[config.mk]
export PLATFORM = sky130hd
export DESIGN_NAME = pll_clock_control
export DESIGN_NICKNAME = d
export VERILOG_FILES = /design/src/pll_pkg.sv /design/src/pll_clock_control.sv
export VERILOG_INCLUDE_DIRS = /design/src /design/src/src
export SDC_FILE = /design/constraint.sdc
export NUM_CORES = 1
export LEC_CHECK = 0
export BUFFER_PORTS_ARGS = -buffer_cell sky130_fd_sc_hd__clkbuf_2
export CORE_MARGIN = 8
export CORE_UTILIZATION = 52
export DETAILED_ROUTE_END_ITERATION = 16
export GPL_ROUTABILITY_DRIVEN = 0
export PLACE_DENSITY = 0.82
export SLEW_MARGIN = 10
export SYNTH_ARGS = -nofsm -noshare
export SYNTH_HDL_FRONTEND = slang
export SYNTH_SLANG_ARGS = --single-unit
[constraint.sdc]
create_clock -name clk_i -period 2.9 [get_ports clk_i]
set_input_delay 0.29 -clock clk_i [delete_from_list [all_inputs] [get_ports clk_i]]
set_output_delay 0.29 -clock clk_i [all_outputs]
set_load 0.05 [all_outputs]
[src/pll_cfg.svh]
// Purpose: constants of the PLL core clock control block
// Assumes: clk_i stands in for the PLL output clock
// Notes: offsets are register indices; byte address is four times the index
`ifndef PLL_CFG_SVH
`define PLL_CFG_SVH
// Behaviour
// - PLL runs at 512 times the 32.768 kHz crystal, about 16.78 MHz
// - Core runs at full PLL clock or a software chosen binary submultiple
// - After power-on the core clock is the PLL clock divided by 8
// - ADC clocks come from the PLL clock; modulator runs at crystal rate
// - Modulator and core clocks stay synchronous at every divided core rate, not under external clock select
// - Control bit 7 set stops the oscillator in power-down; clear keeps it
// - Bit 6 is read-only lock status, set at power-on when tracking
// - No tracking at power-on clears lock; PLL free-runs within 20 percent
// - Crystal lost after lock rails the PLL and stops the core clock
// - Bits 2..0 pick divide by 2 to the n; default code is 011
// - Fast interrupt bit 3 runs interrupt service at the fastest clock
// - External clock select takes the core clock from a port pin
`define CLK_HZ 10000000
`define XTAL_HZ 32768
`define PLL_MULT 512
`define XTAL_CYC (`CLK_HZ / `XTAL_HZ)
`define LOCK_WIN_CYC (4 * `XTAL_CYC)
`define LOSS_CYC (2 * `XTAL_CYC)
`define IDX_PLL_CTL 10'h0D7
`define IDX_CHIP_CFG 10'h0AF
`define IDX_IRQ_STS 10'h0E0
`define IDX_IRQ_CLR 10'h0E1
`define IDX_IRQ_EN 10'h0E2
`define PLL_CTL_RST 8'h53
`define B_OSC_HALT 7
`define B_LOCK 6
`define B_EXTERNAL_CLOCK_SELECT 4
`define B_FAST_IRQ_CLOCKING 3
`define EV_RAIL 0
`define EV_SWITCH 1
`endif

[src/pll_pkg.sv]
// Purpose: types of the PLL core clock control block
// Assumes: nothing beyond the constants header
// Notes: counter widths cover the window counts
package pll_pkg;
    typedef enum logic [1:0] {PH_CHECK, PH_LOCKED, PH_FREE, PH_RAILED} phase_t;
    typedef struct packed {
        logic [2:0] xs;
        logic [2:0] es;
        logic [8:0] cnt;
        logic [2:0] sel;
        logic [7:0] ctl;
        logic extsel;
        phase_t phase;
        logic [10:0] win;
        logic [1:0] edges;
        logic lock;
        logic [10:0] loss;
        logic [1:0] sts;
        logic [1:0] en;
        logic ack;
        logic [7:0] dat;
        logic core_tick;
        logic mod_tick;
        logic halt;
        logic osc;
        logic irq;
    } state_t;
endpackage

[src/pll_clock_control.sv]
// Purpose: core clock divider, modulator tick, lock watch and control register
// Assumes: clk_i is the PLL output; xtal_i and ext_clk_i are async pins
// Notes: core and modulator clocks leave as one-cycle enables
//
// Chosen here: register access over Wishbone.
`include "pll_cfg.svh"
`timescale 1ns/1ps
module pll_clock_control #(
    parameter int LOCK_EDGES = 2
) (
    // Clock and reset
    input wire logic clk_i,
    input wire logic rst_i,
    // Wishbone slave
    input wire logic wb_cyc_i,
    input wire logic wb_stb_i,
    input wire logic wb_we_i,
    input wire logic [11:2] wb_adr_i,
    input wire logic [3:0] wb_sel_i,
    input wire logic [31:0] wb_dat_i,
    output logic [31:0] wb_dat_o,
    output logic wb_ack_o,
    // Pins
    input wire logic xtal_i,
    input wire logic ext_clk_i,
    // Core status
    input wire logic irq_active_i,
    input wire logic power_down_i,
    // Clock enables and status
    output logic core_tick_o,
    output logic mod_tick_o,
    output logic lock_o,
    output logic core_halt_o,
    output logic osc_halt_o,
    output logic irq_o
);
    import pll_pkg::*;

    localparam logic [10:0] LOCK_WIN = 11'(`LOCK_WIN_CYC);
    localparam logic [10:0] LOSS_LIM = 11'(`LOSS_CYC);
    localparam logic [8:0] MOD_LAST = 9'(`PLL_MULT - 1);
    localparam logic [1:0] LOCK_MIN = 2'(LOCK_EDGES);

    // Whole state at reset: divide by eight, lock check pending
    localparam state_t RST_STATE = '{
        xs: 3'h0,
        es: 3'h0,
        cnt: 9'h000,
        sel: 3'h3,
        ctl: `PLL_CTL_RST,
        extsel: 1'b0,
        phase: PH_CHECK,
        win: 11'h000,
        edges: 2'h0,
        lock: 1'b0,
        loss: 11'h000,
        sts: 2'h0,
        en: 2'h0,
        ack: 1'b0,
        dat: 8'h00,
        core_tick: 1'b0,
        mod_tick: 1'b0,
        halt: 1'b0,
        osc: 1'b0,
        irq: 1'b0
    };

    if (LOCK_EDGES < 1 || LOCK_EDGES > 3) begin : g_chk_edges
        $error("LOCK_EDGES must be 1 to 3");
    end
    if (`PLL_MULT != 512) begin : g_chk_mult
        $error("Counter is sized for a multiplier of 512");
    end
    if (`LOCK_WIN_CYC > 2047 || `LOSS_CYC > 2047) begin : g_chk_win
        $error("Window counts exceed the 11-bit counters");
    end
    if (`LOSS_CYC < 2 * `XTAL_CYC) begin : g_chk_loss
        $error("Loss limit shorter than two crystal periods");
    end

    state_t s_q;
    state_t s_d;
    logic xedge;
    logic eedge;
    logic tick_int;
    logic hit;
    logic wr;
    logic [2:0] want;
    logic [8:0] mask;
    logic [1:0] ev;
    logic [1:0] clr;

    always_comb begin
        s_d = s_q;
        ev = 2'h0;
        clr = 2'h0;
        s_d.xs = {s_q.xs[1:0], xtal_i};
        s_d.es = {s_q.es[1:0], ext_clk_i};
        xedge = s_q.xs[1] & ~s_q.xs[2];
        eedge = s_q.es[1] & ~s_q.es[2];

        // Free-running base count at PLL rate
        s_d.cnt = s_q.cnt + 9'h001;
        want = (s_q.ctl[`B_FAST_IRQ_CLOCKING] && irq_active_i) ? 3'h0 : s_q.ctl[2:0];
        mask = 9'((9'h001 << s_q.sel) - 9'h001);
        tick_int = (s_q.cnt & mask) == mask;
        // Divider swaps only on a divided edge
        if (tick_int && want != s_q.sel) begin
            s_d.sel = want;
            ev[`EV_SWITCH] = 1'b1;
        end
        if (s_q.phase == PH_RAILED) begin
            s_d.core_tick = 1'b0;
        end else if (s_q.extsel) begin
            s_d.core_tick = eedge;
        end else begin
            s_d.core_tick = tick_int;
        end
        s_d.mod_tick = (s_q.cnt == MOD_LAST) && (s_q.phase != PH_RAILED);

        // Lock check at power-on, then loss watch
        unique case (s_q.phase)
            PH_CHECK: begin
                s_d.win = s_q.win + 11'h001;
                if (xedge && s_q.edges != 2'h3) begin
                    s_d.edges = s_q.edges + 2'h1;
                end
                if (s_q.win == LOCK_WIN - 11'h001) begin
                    if (s_q.edges >= LOCK_MIN) begin
                        s_d.phase = PH_LOCKED;
                        s_d.lock = 1'b1;
                    end else begin
                        s_d.phase = PH_FREE;
                        s_d.lock = 1'b0;
                    end
                end
            end
            PH_LOCKED: begin
                if (xedge || s_q.osc) begin
                    s_d.loss = 11'h000;
                end else begin
                    s_d.loss = s_q.loss + 11'h001;
                end
                if (s_q.loss == LOSS_LIM - 11'h001 && !s_q.osc) begin
                    s_d.phase = PH_RAILED;
                    s_d.lock = 1'b0;
                    ev[`EV_RAIL] = 1'b1;
                end
            end
            PH_FREE: begin
                s_d.lock = 1'b0;
            end
            PH_RAILED: begin
                s_d.lock = 1'b0;
            end
        endcase
        s_d.halt = (s_d.phase == PH_RAILED);
        s_d.osc = s_q.ctl[`B_OSC_HALT] & power_down_i;

        // Wishbone slave: one wait state, unmapped reads zero
        hit = wb_cyc_i & wb_stb_i & ~s_q.ack;
        wr = hit & wb_we_i & wb_sel_i[0];
        s_d.ack = hit;
        s_d.dat = 8'h00;
        if (hit && !wb_we_i) begin
            unique case (wb_adr_i)
                `IDX_PLL_CTL: s_d.dat = {s_q.ctl[7], s_q.lock, s_q.ctl[5:0]};
                `IDX_CHIP_CFG: s_d.dat = {3'h0, s_q.extsel, 4'h0};
                `IDX_IRQ_STS: s_d.dat = {6'h00, s_q.sts};
                `IDX_IRQ_EN: s_d.dat = {6'h00, s_q.en};
                default: s_d.dat = 8'h00;
            endcase
        end
        if (wr) begin
            unique case (wb_adr_i)
                // Lock bit ignores writes
                `IDX_PLL_CTL: s_d.ctl = {wb_dat_i[7], s_q.ctl[6], wb_dat_i[5:0]};
                `IDX_CHIP_CFG: s_d.extsel = wb_dat_i[`B_EXTERNAL_CLOCK_SELECT];
                `IDX_IRQ_CLR: clr = wb_dat_i[1:0];
                `IDX_IRQ_EN: s_d.en = wb_dat_i[1:0];
                default: ;
            endcase
        end
        // New events win over a clear in the same cycle
        s_d.sts = (s_q.sts & ~clr) | ev;
        s_d.irq = |(s_d.sts & s_d.en);
    end

    always_ff @(posedge clk_i) begin
        if (rst_i) begin
            s_q <= RST_STATE;
        end else begin
            s_q <= s_d;
        end
    end

    assign wb_dat_o = {24'h000000, s_q.dat};
    assign wb_ack_o = s_q.ack;
    assign core_tick_o = s_q.core_tick;
    assign mod_tick_o = s_q.mod_tick;
    assign lock_o = s_q.lock;
    assign core_halt_o = s_q.halt;
    assign osc_halt_o = s_q.osc;
    assign irq_o = s_q.irq;

    // Gap between modulator ticks, for checking only
    logic [9:0] mgap_q;
    logic mseen_q;
    always_ff @(posedge clk_i) begin
        if (rst_i || core_halt_o) begin
            mgap_q <= 10'h000;
            mseen_q <= 1'b0;
        end else if (mod_tick_o) begin
            mgap_q <= 10'h000;
            mseen_q <= 1'b1;
        end else begin
            mgap_q <= mgap_q + 10'h001;
        end
    end
endmodule // pll_clock_control

# --- Yosys cells after proc, flatten, opt, wreduce, memory -nomap -nowiden ---
# Index checks and enable logic that the tools add are counted.
word_totals:
  in_bits: 55
  register_bits: 71
op_classes:
  magnitude_cmp: 1
  n_eq_ne: 18
  muxes: 19
  n_bitwise: 16
  n_addsub: 5
  reduce_logical: 18
  n_shift: 1
op_table:
  columns: ["cell", "count"]
  rows:
  - ["== test 10 x 8 -> 1 bit (second input constant)", 5]
  - ["one-hot mux 8 bit (4 select lines)", 1]
  - ["adder 11 x 1 -> 11 bit (second input constant)", 2]
  - ["2-to-1 mux 2 bit", 7]
  - ["== test 11 x 10 -> 1 bit (second input constant)", 1]
  - ["== test 11 bit (second input constant)", 1]
  - ["2-to-1 mux 11 bit", 1]
  - ["adder 9 x 1 -> 9 bit (second input constant)", 1]
  - ["bitwise AND 9 bit", 1]
  - ["== test 9 bit", 1]
  - ["== test 9 bit (second input constant)", 1]
  - ["left shift 1 x 3 -> 9 bit (first input constant)", 1]
  - ["subtractor 9 x 1 -> 9 bit (second input constant)", 1]
  - ["!= test 2 bit (second input constant)", 4]
  - ["AND reduction 2 bit", 4]
  - ["OR reduction 2 bit", 4]
  - ["bitwise AND 1 bit", 7]
  - ["2-to-1 mux 1 bit", 7]
  - ["== test 2 bit (second input constant)", 3]
  - ["logical AND 1 bit", 6]
  - ["bitwise AND 2 bit", 2]
  - ["inverter 1 bit", 4]
  - ["one-hot mux 2 bit (2 select lines)", 1]
  - ["2-to-1 mux 3 bit", 1]
  - ["other kinds (10)", 11]

# --- Depth between registers and ports, before layout ---
logic_depth:
  word_depth: 10
  depth_mapped: 8

# --- Worst setup path before layout ---
# OpenSTA, ideal clock, no wires.
synth_timing:
  path_type: "register to register"
  startpoint: "register s_q[55] (netlist name)"
  endpoint: "register s_q[54] (netlist name)"
  arrival_time_ps: 2100
  stages_incl_launch_ff: 9
  t_required_ps: 2828
  n_path_buf: 1
  setup_slack_ps: 729
  setup_ps: 72
  cell_sequence: "dfxtp_1 -> buf_2 -> or3_1 -> ha_1 -> xor2_1 -> o2bb2a_1 -> o211a_1 -> o211ai_1 -> mux2i_1"
synth_via:
  elab_chain_len: 5
  elab_cells_between_ends: 6
synth_rtl:
  columns: ["item", "line_no", "text"]
  rows:
  - ["start: declaration", "pll_clock_control.sv:81", "state_t s_q;"]
  - ["start signal: assignment", "pll_clock_control.sv:191", "s_q <= RST_STATE;"]
  - ["start signal: assignment", "pll_clock_control.sv:193", "s_q <= s_d;"]
  - ["left shift 1 x 3 -> 9 bit", "pll_clock_control.sv:105", "mask = 9'((9'h001 << s_q.sel) - 9'h001);"]
  - ["subtractor 9 x 1 -> 9 bit", "pll_clock_control.sv:105", null]
  - ["bitwise AND 9 bit", "pll_clock_control.sv:106", "tick_int = (s_q.cnt & mask) == mask;"]
  - ["== test 9 bit", "pll_clock_control.sv:106", null]
  - ["logical AND 1 bit (*)", "pll_clock_control.sv:108", "if (tick_int && want != s_q.sel) begin"]
# Every way passes the cells marked *; elsewhere a longest branch is shown, timed or not.
# A chain may end at the register's enable or synchronous reset.

# --- Final worst setup path ---
layout_timing:
  startpoint: "register s_q[54] (netlist name)"
  endpoint: "register s_q[56] (netlist name)"
# Same word-level chain as after synthesis.

==> qor.yml <==
grt_pass1_wl_um: 11310
max_freq_ghz: 0.4231
portBuffers: 41
die_x_um: 96.81
synth_cell_types: 53
cts_inserted_buffers: 9
clockBufferDepth: 2
tns_ns: 0
rsz0062_at_grt: "false"
power_density_nw_per_um2: 530.4
critPathRequiredTime_ns: 3.17
cts_resized: 0
ys_seq_area_share_pct: 41.86
vias: 2633
tritoncts: "yes"
synth.most_common_cell: "dfxtp_1"
antenna_found_initial: 0
status: "completed"
post-route-drc-count: 0
area.growth.synth_to_final_pct: 9.285
fin_crit_ns: 2.363
startpoint: "s_q[54]"
drv_slew: 0
drt_iter0_markers: 118
yosys_warnings: 0
avgViaCountPerCell: 5.255
start_util_pct: 53.48
p_leak_nw: 1.593
grt_start_max_net_pins: 45
drt_first_pass_iters: 4
crit_type: "register to register"
num_rows: 29
ir_drop_mv: 0.4505
final-setup-viol-count: 0
synth.area.top_cells: "dfxtp_1 42%, buf_4 7.1%, nor2_1 4.9%"
clkTransAtPathRegs_ns: 0.07
cts_root_buf: "clkbuf_8"
core_um2: 6350
nNetsFinal: 482
final_core_util_pct: 58.44
first_global_vias: 2556
ys_async_sr_fraction_pct: 0
cts_sinks: 71
end_kind: "register"
finalHoldViolCount: 0
worstSkewPairLatency_ns: 0.34
hold_class: "input pin to register"
mappedNetlistArea_um2: 3396
hold_buffers: 0
synth_seq_cells: 71
die_area_um2: 9372
synth_commonest_cells: "71 x dfxtp_1, 44 x nor2_1, 32 x buf_4, 28 x nand2_1, 17 x nor2b_1"
cp.arrival_ns: 2.64
synth_top_area_share_pct: 41.86
avgSynthCellArea_um2: 8.775
n_antenna_cell: 0
synth_edf_count: 0
r2r-start: "s_q[54]"
maxCapViolCount: 0
dp_hpwl_um: 5022
slew_headroom_pct: 56.23
wl_per_cell_um: 13.19
syn_inst: 387
yosys.area.top_type: "dfxtp_1"
startpoint_type: "register"
chipHeight_um: 96.81
io_pins: 94
fin_crit_sh_pct: 81.50
worstMarginPinSlew_ns: 0.6542
drtAntennaViolNets: 0
synth_ff_type: "dfxtp_1"
crit_path_max_fanout: 10
routed_wl_um: 6606
drive_above_1_share_pct: 14.86
cts_setup_buffers: 0
worst_hold_startpoint: "ext_clk_i"
grt.overflow.total: 0
htree_num_levels: 3
skew_ns: 0.007935
n_fill_cell: 576
grt_use_total_pct: 14.25
==> sequential cells by signal, summed over array words and instances (netlist names) <==
register     count
s_q             52
s_d              4
lock_o           1
mod_tick_o       1
osc_halt_o       1
wb_dat_o         8
wb_ack_o         1
core_halt_o      1
core_tick_o      1
irq_o            1
==> critical path, cell delays in order, from the launching register on <==
cell      delay [ns]
dfxtp_1         0.42
or3_1           0.41
ha_1            0.28
xor2_1          0.16
o2bb2a_1        0.31
o211a_1         0.24
o211ai_1        0.23
mux2i_1         0.24
==> routing by layer <==
metal,up-vias,share of wire [%],track usage (%)
li1,1334,-,-
met1,1234,42,14.61
met2,55,50,24.79
met3,10,5.8,5.690
met4,0,2.0,6.627
met5,-,0,0
==> stage by stage <==
step | instance area [µm²] | power [mW] | cells | hold WS, ns | setup slack, ns
after CTS | 3711 | 1.992 | 501 | 0.1503 | 0.5253
after global placement | 3501 | 1.173 | 485 | 0.4289 | 0.6227
after global routing | 3711 | 2.049 | 501 | 0.1583 | 0.4272
final | 3711 | 1.968 | 501 | 0.1660 | 0.5366
after detailed placement | 3501 | 1.178 | 485 | 0.4233 | 0.5361
after floorplan | 3482 | 1.167 | 410 | 0.4138 | 0.7286
==> layout by cell type (no fill, tap or decap), drive strengths merged, types with 12 or more instances in the layout <==
cell type	n
a21oi	15
clkbuf	55
conb	24
dfxtp	71
inv	12
nand2	29
nand3	14
nor2	44
nor2b	17
o21ai	13
xor2	14
==> final timing paths <==
| kind | endpoint | slack [ns] | cells past startpoint |
|---|---|---|---|
| max | s_q[56] | 0.54 | 7 |
| min reg2reg | s_d[68] | 0.43 | 1 |
| max reg2reg | s_q[56] | 0.54 | 7 |
| min | s_d[67] | 0.17 | 2 |
==> layout make-up <==
type	count	area, µm²	area share (%)
clock buffers	14	172.7	4.653
clock inverters	2	37.54	1.011
inverters	13	48.80	1.315
multi-input cells	282	1722	46.39
flip-flops and latches	71	1421	38.30
well taps	77	96.34	2.596
repair buffers	42	212.7	5.732
==> logic make-up (layout without fill, tap and decap cells) <==
family          count (synthesis)  after routing  synth area share [%]
fa+ha+maj                       8              8                 2.948
buf+inv                        57             71                 9.985
other cells                     1             24                0.1104
compound gates                 54             54                 10.43
mux                             9              9                 2.653
simple gates                  163            163                 25.83
flops                          71             71                 41.86
xor+xnor                       24             24                 6.190
==> power breakdown <==
group / switching (mW) / total, mW / internal, mW
Combinational: 0.119 / 0.157 / 0.0380
Clock: 0.343 / 0.812 / 0.469
Sequential: 0.0116 / 0.999 / 0.988
Total: 0.474 / 1.97 / 1.49
(Power assumes the default switching activity.)
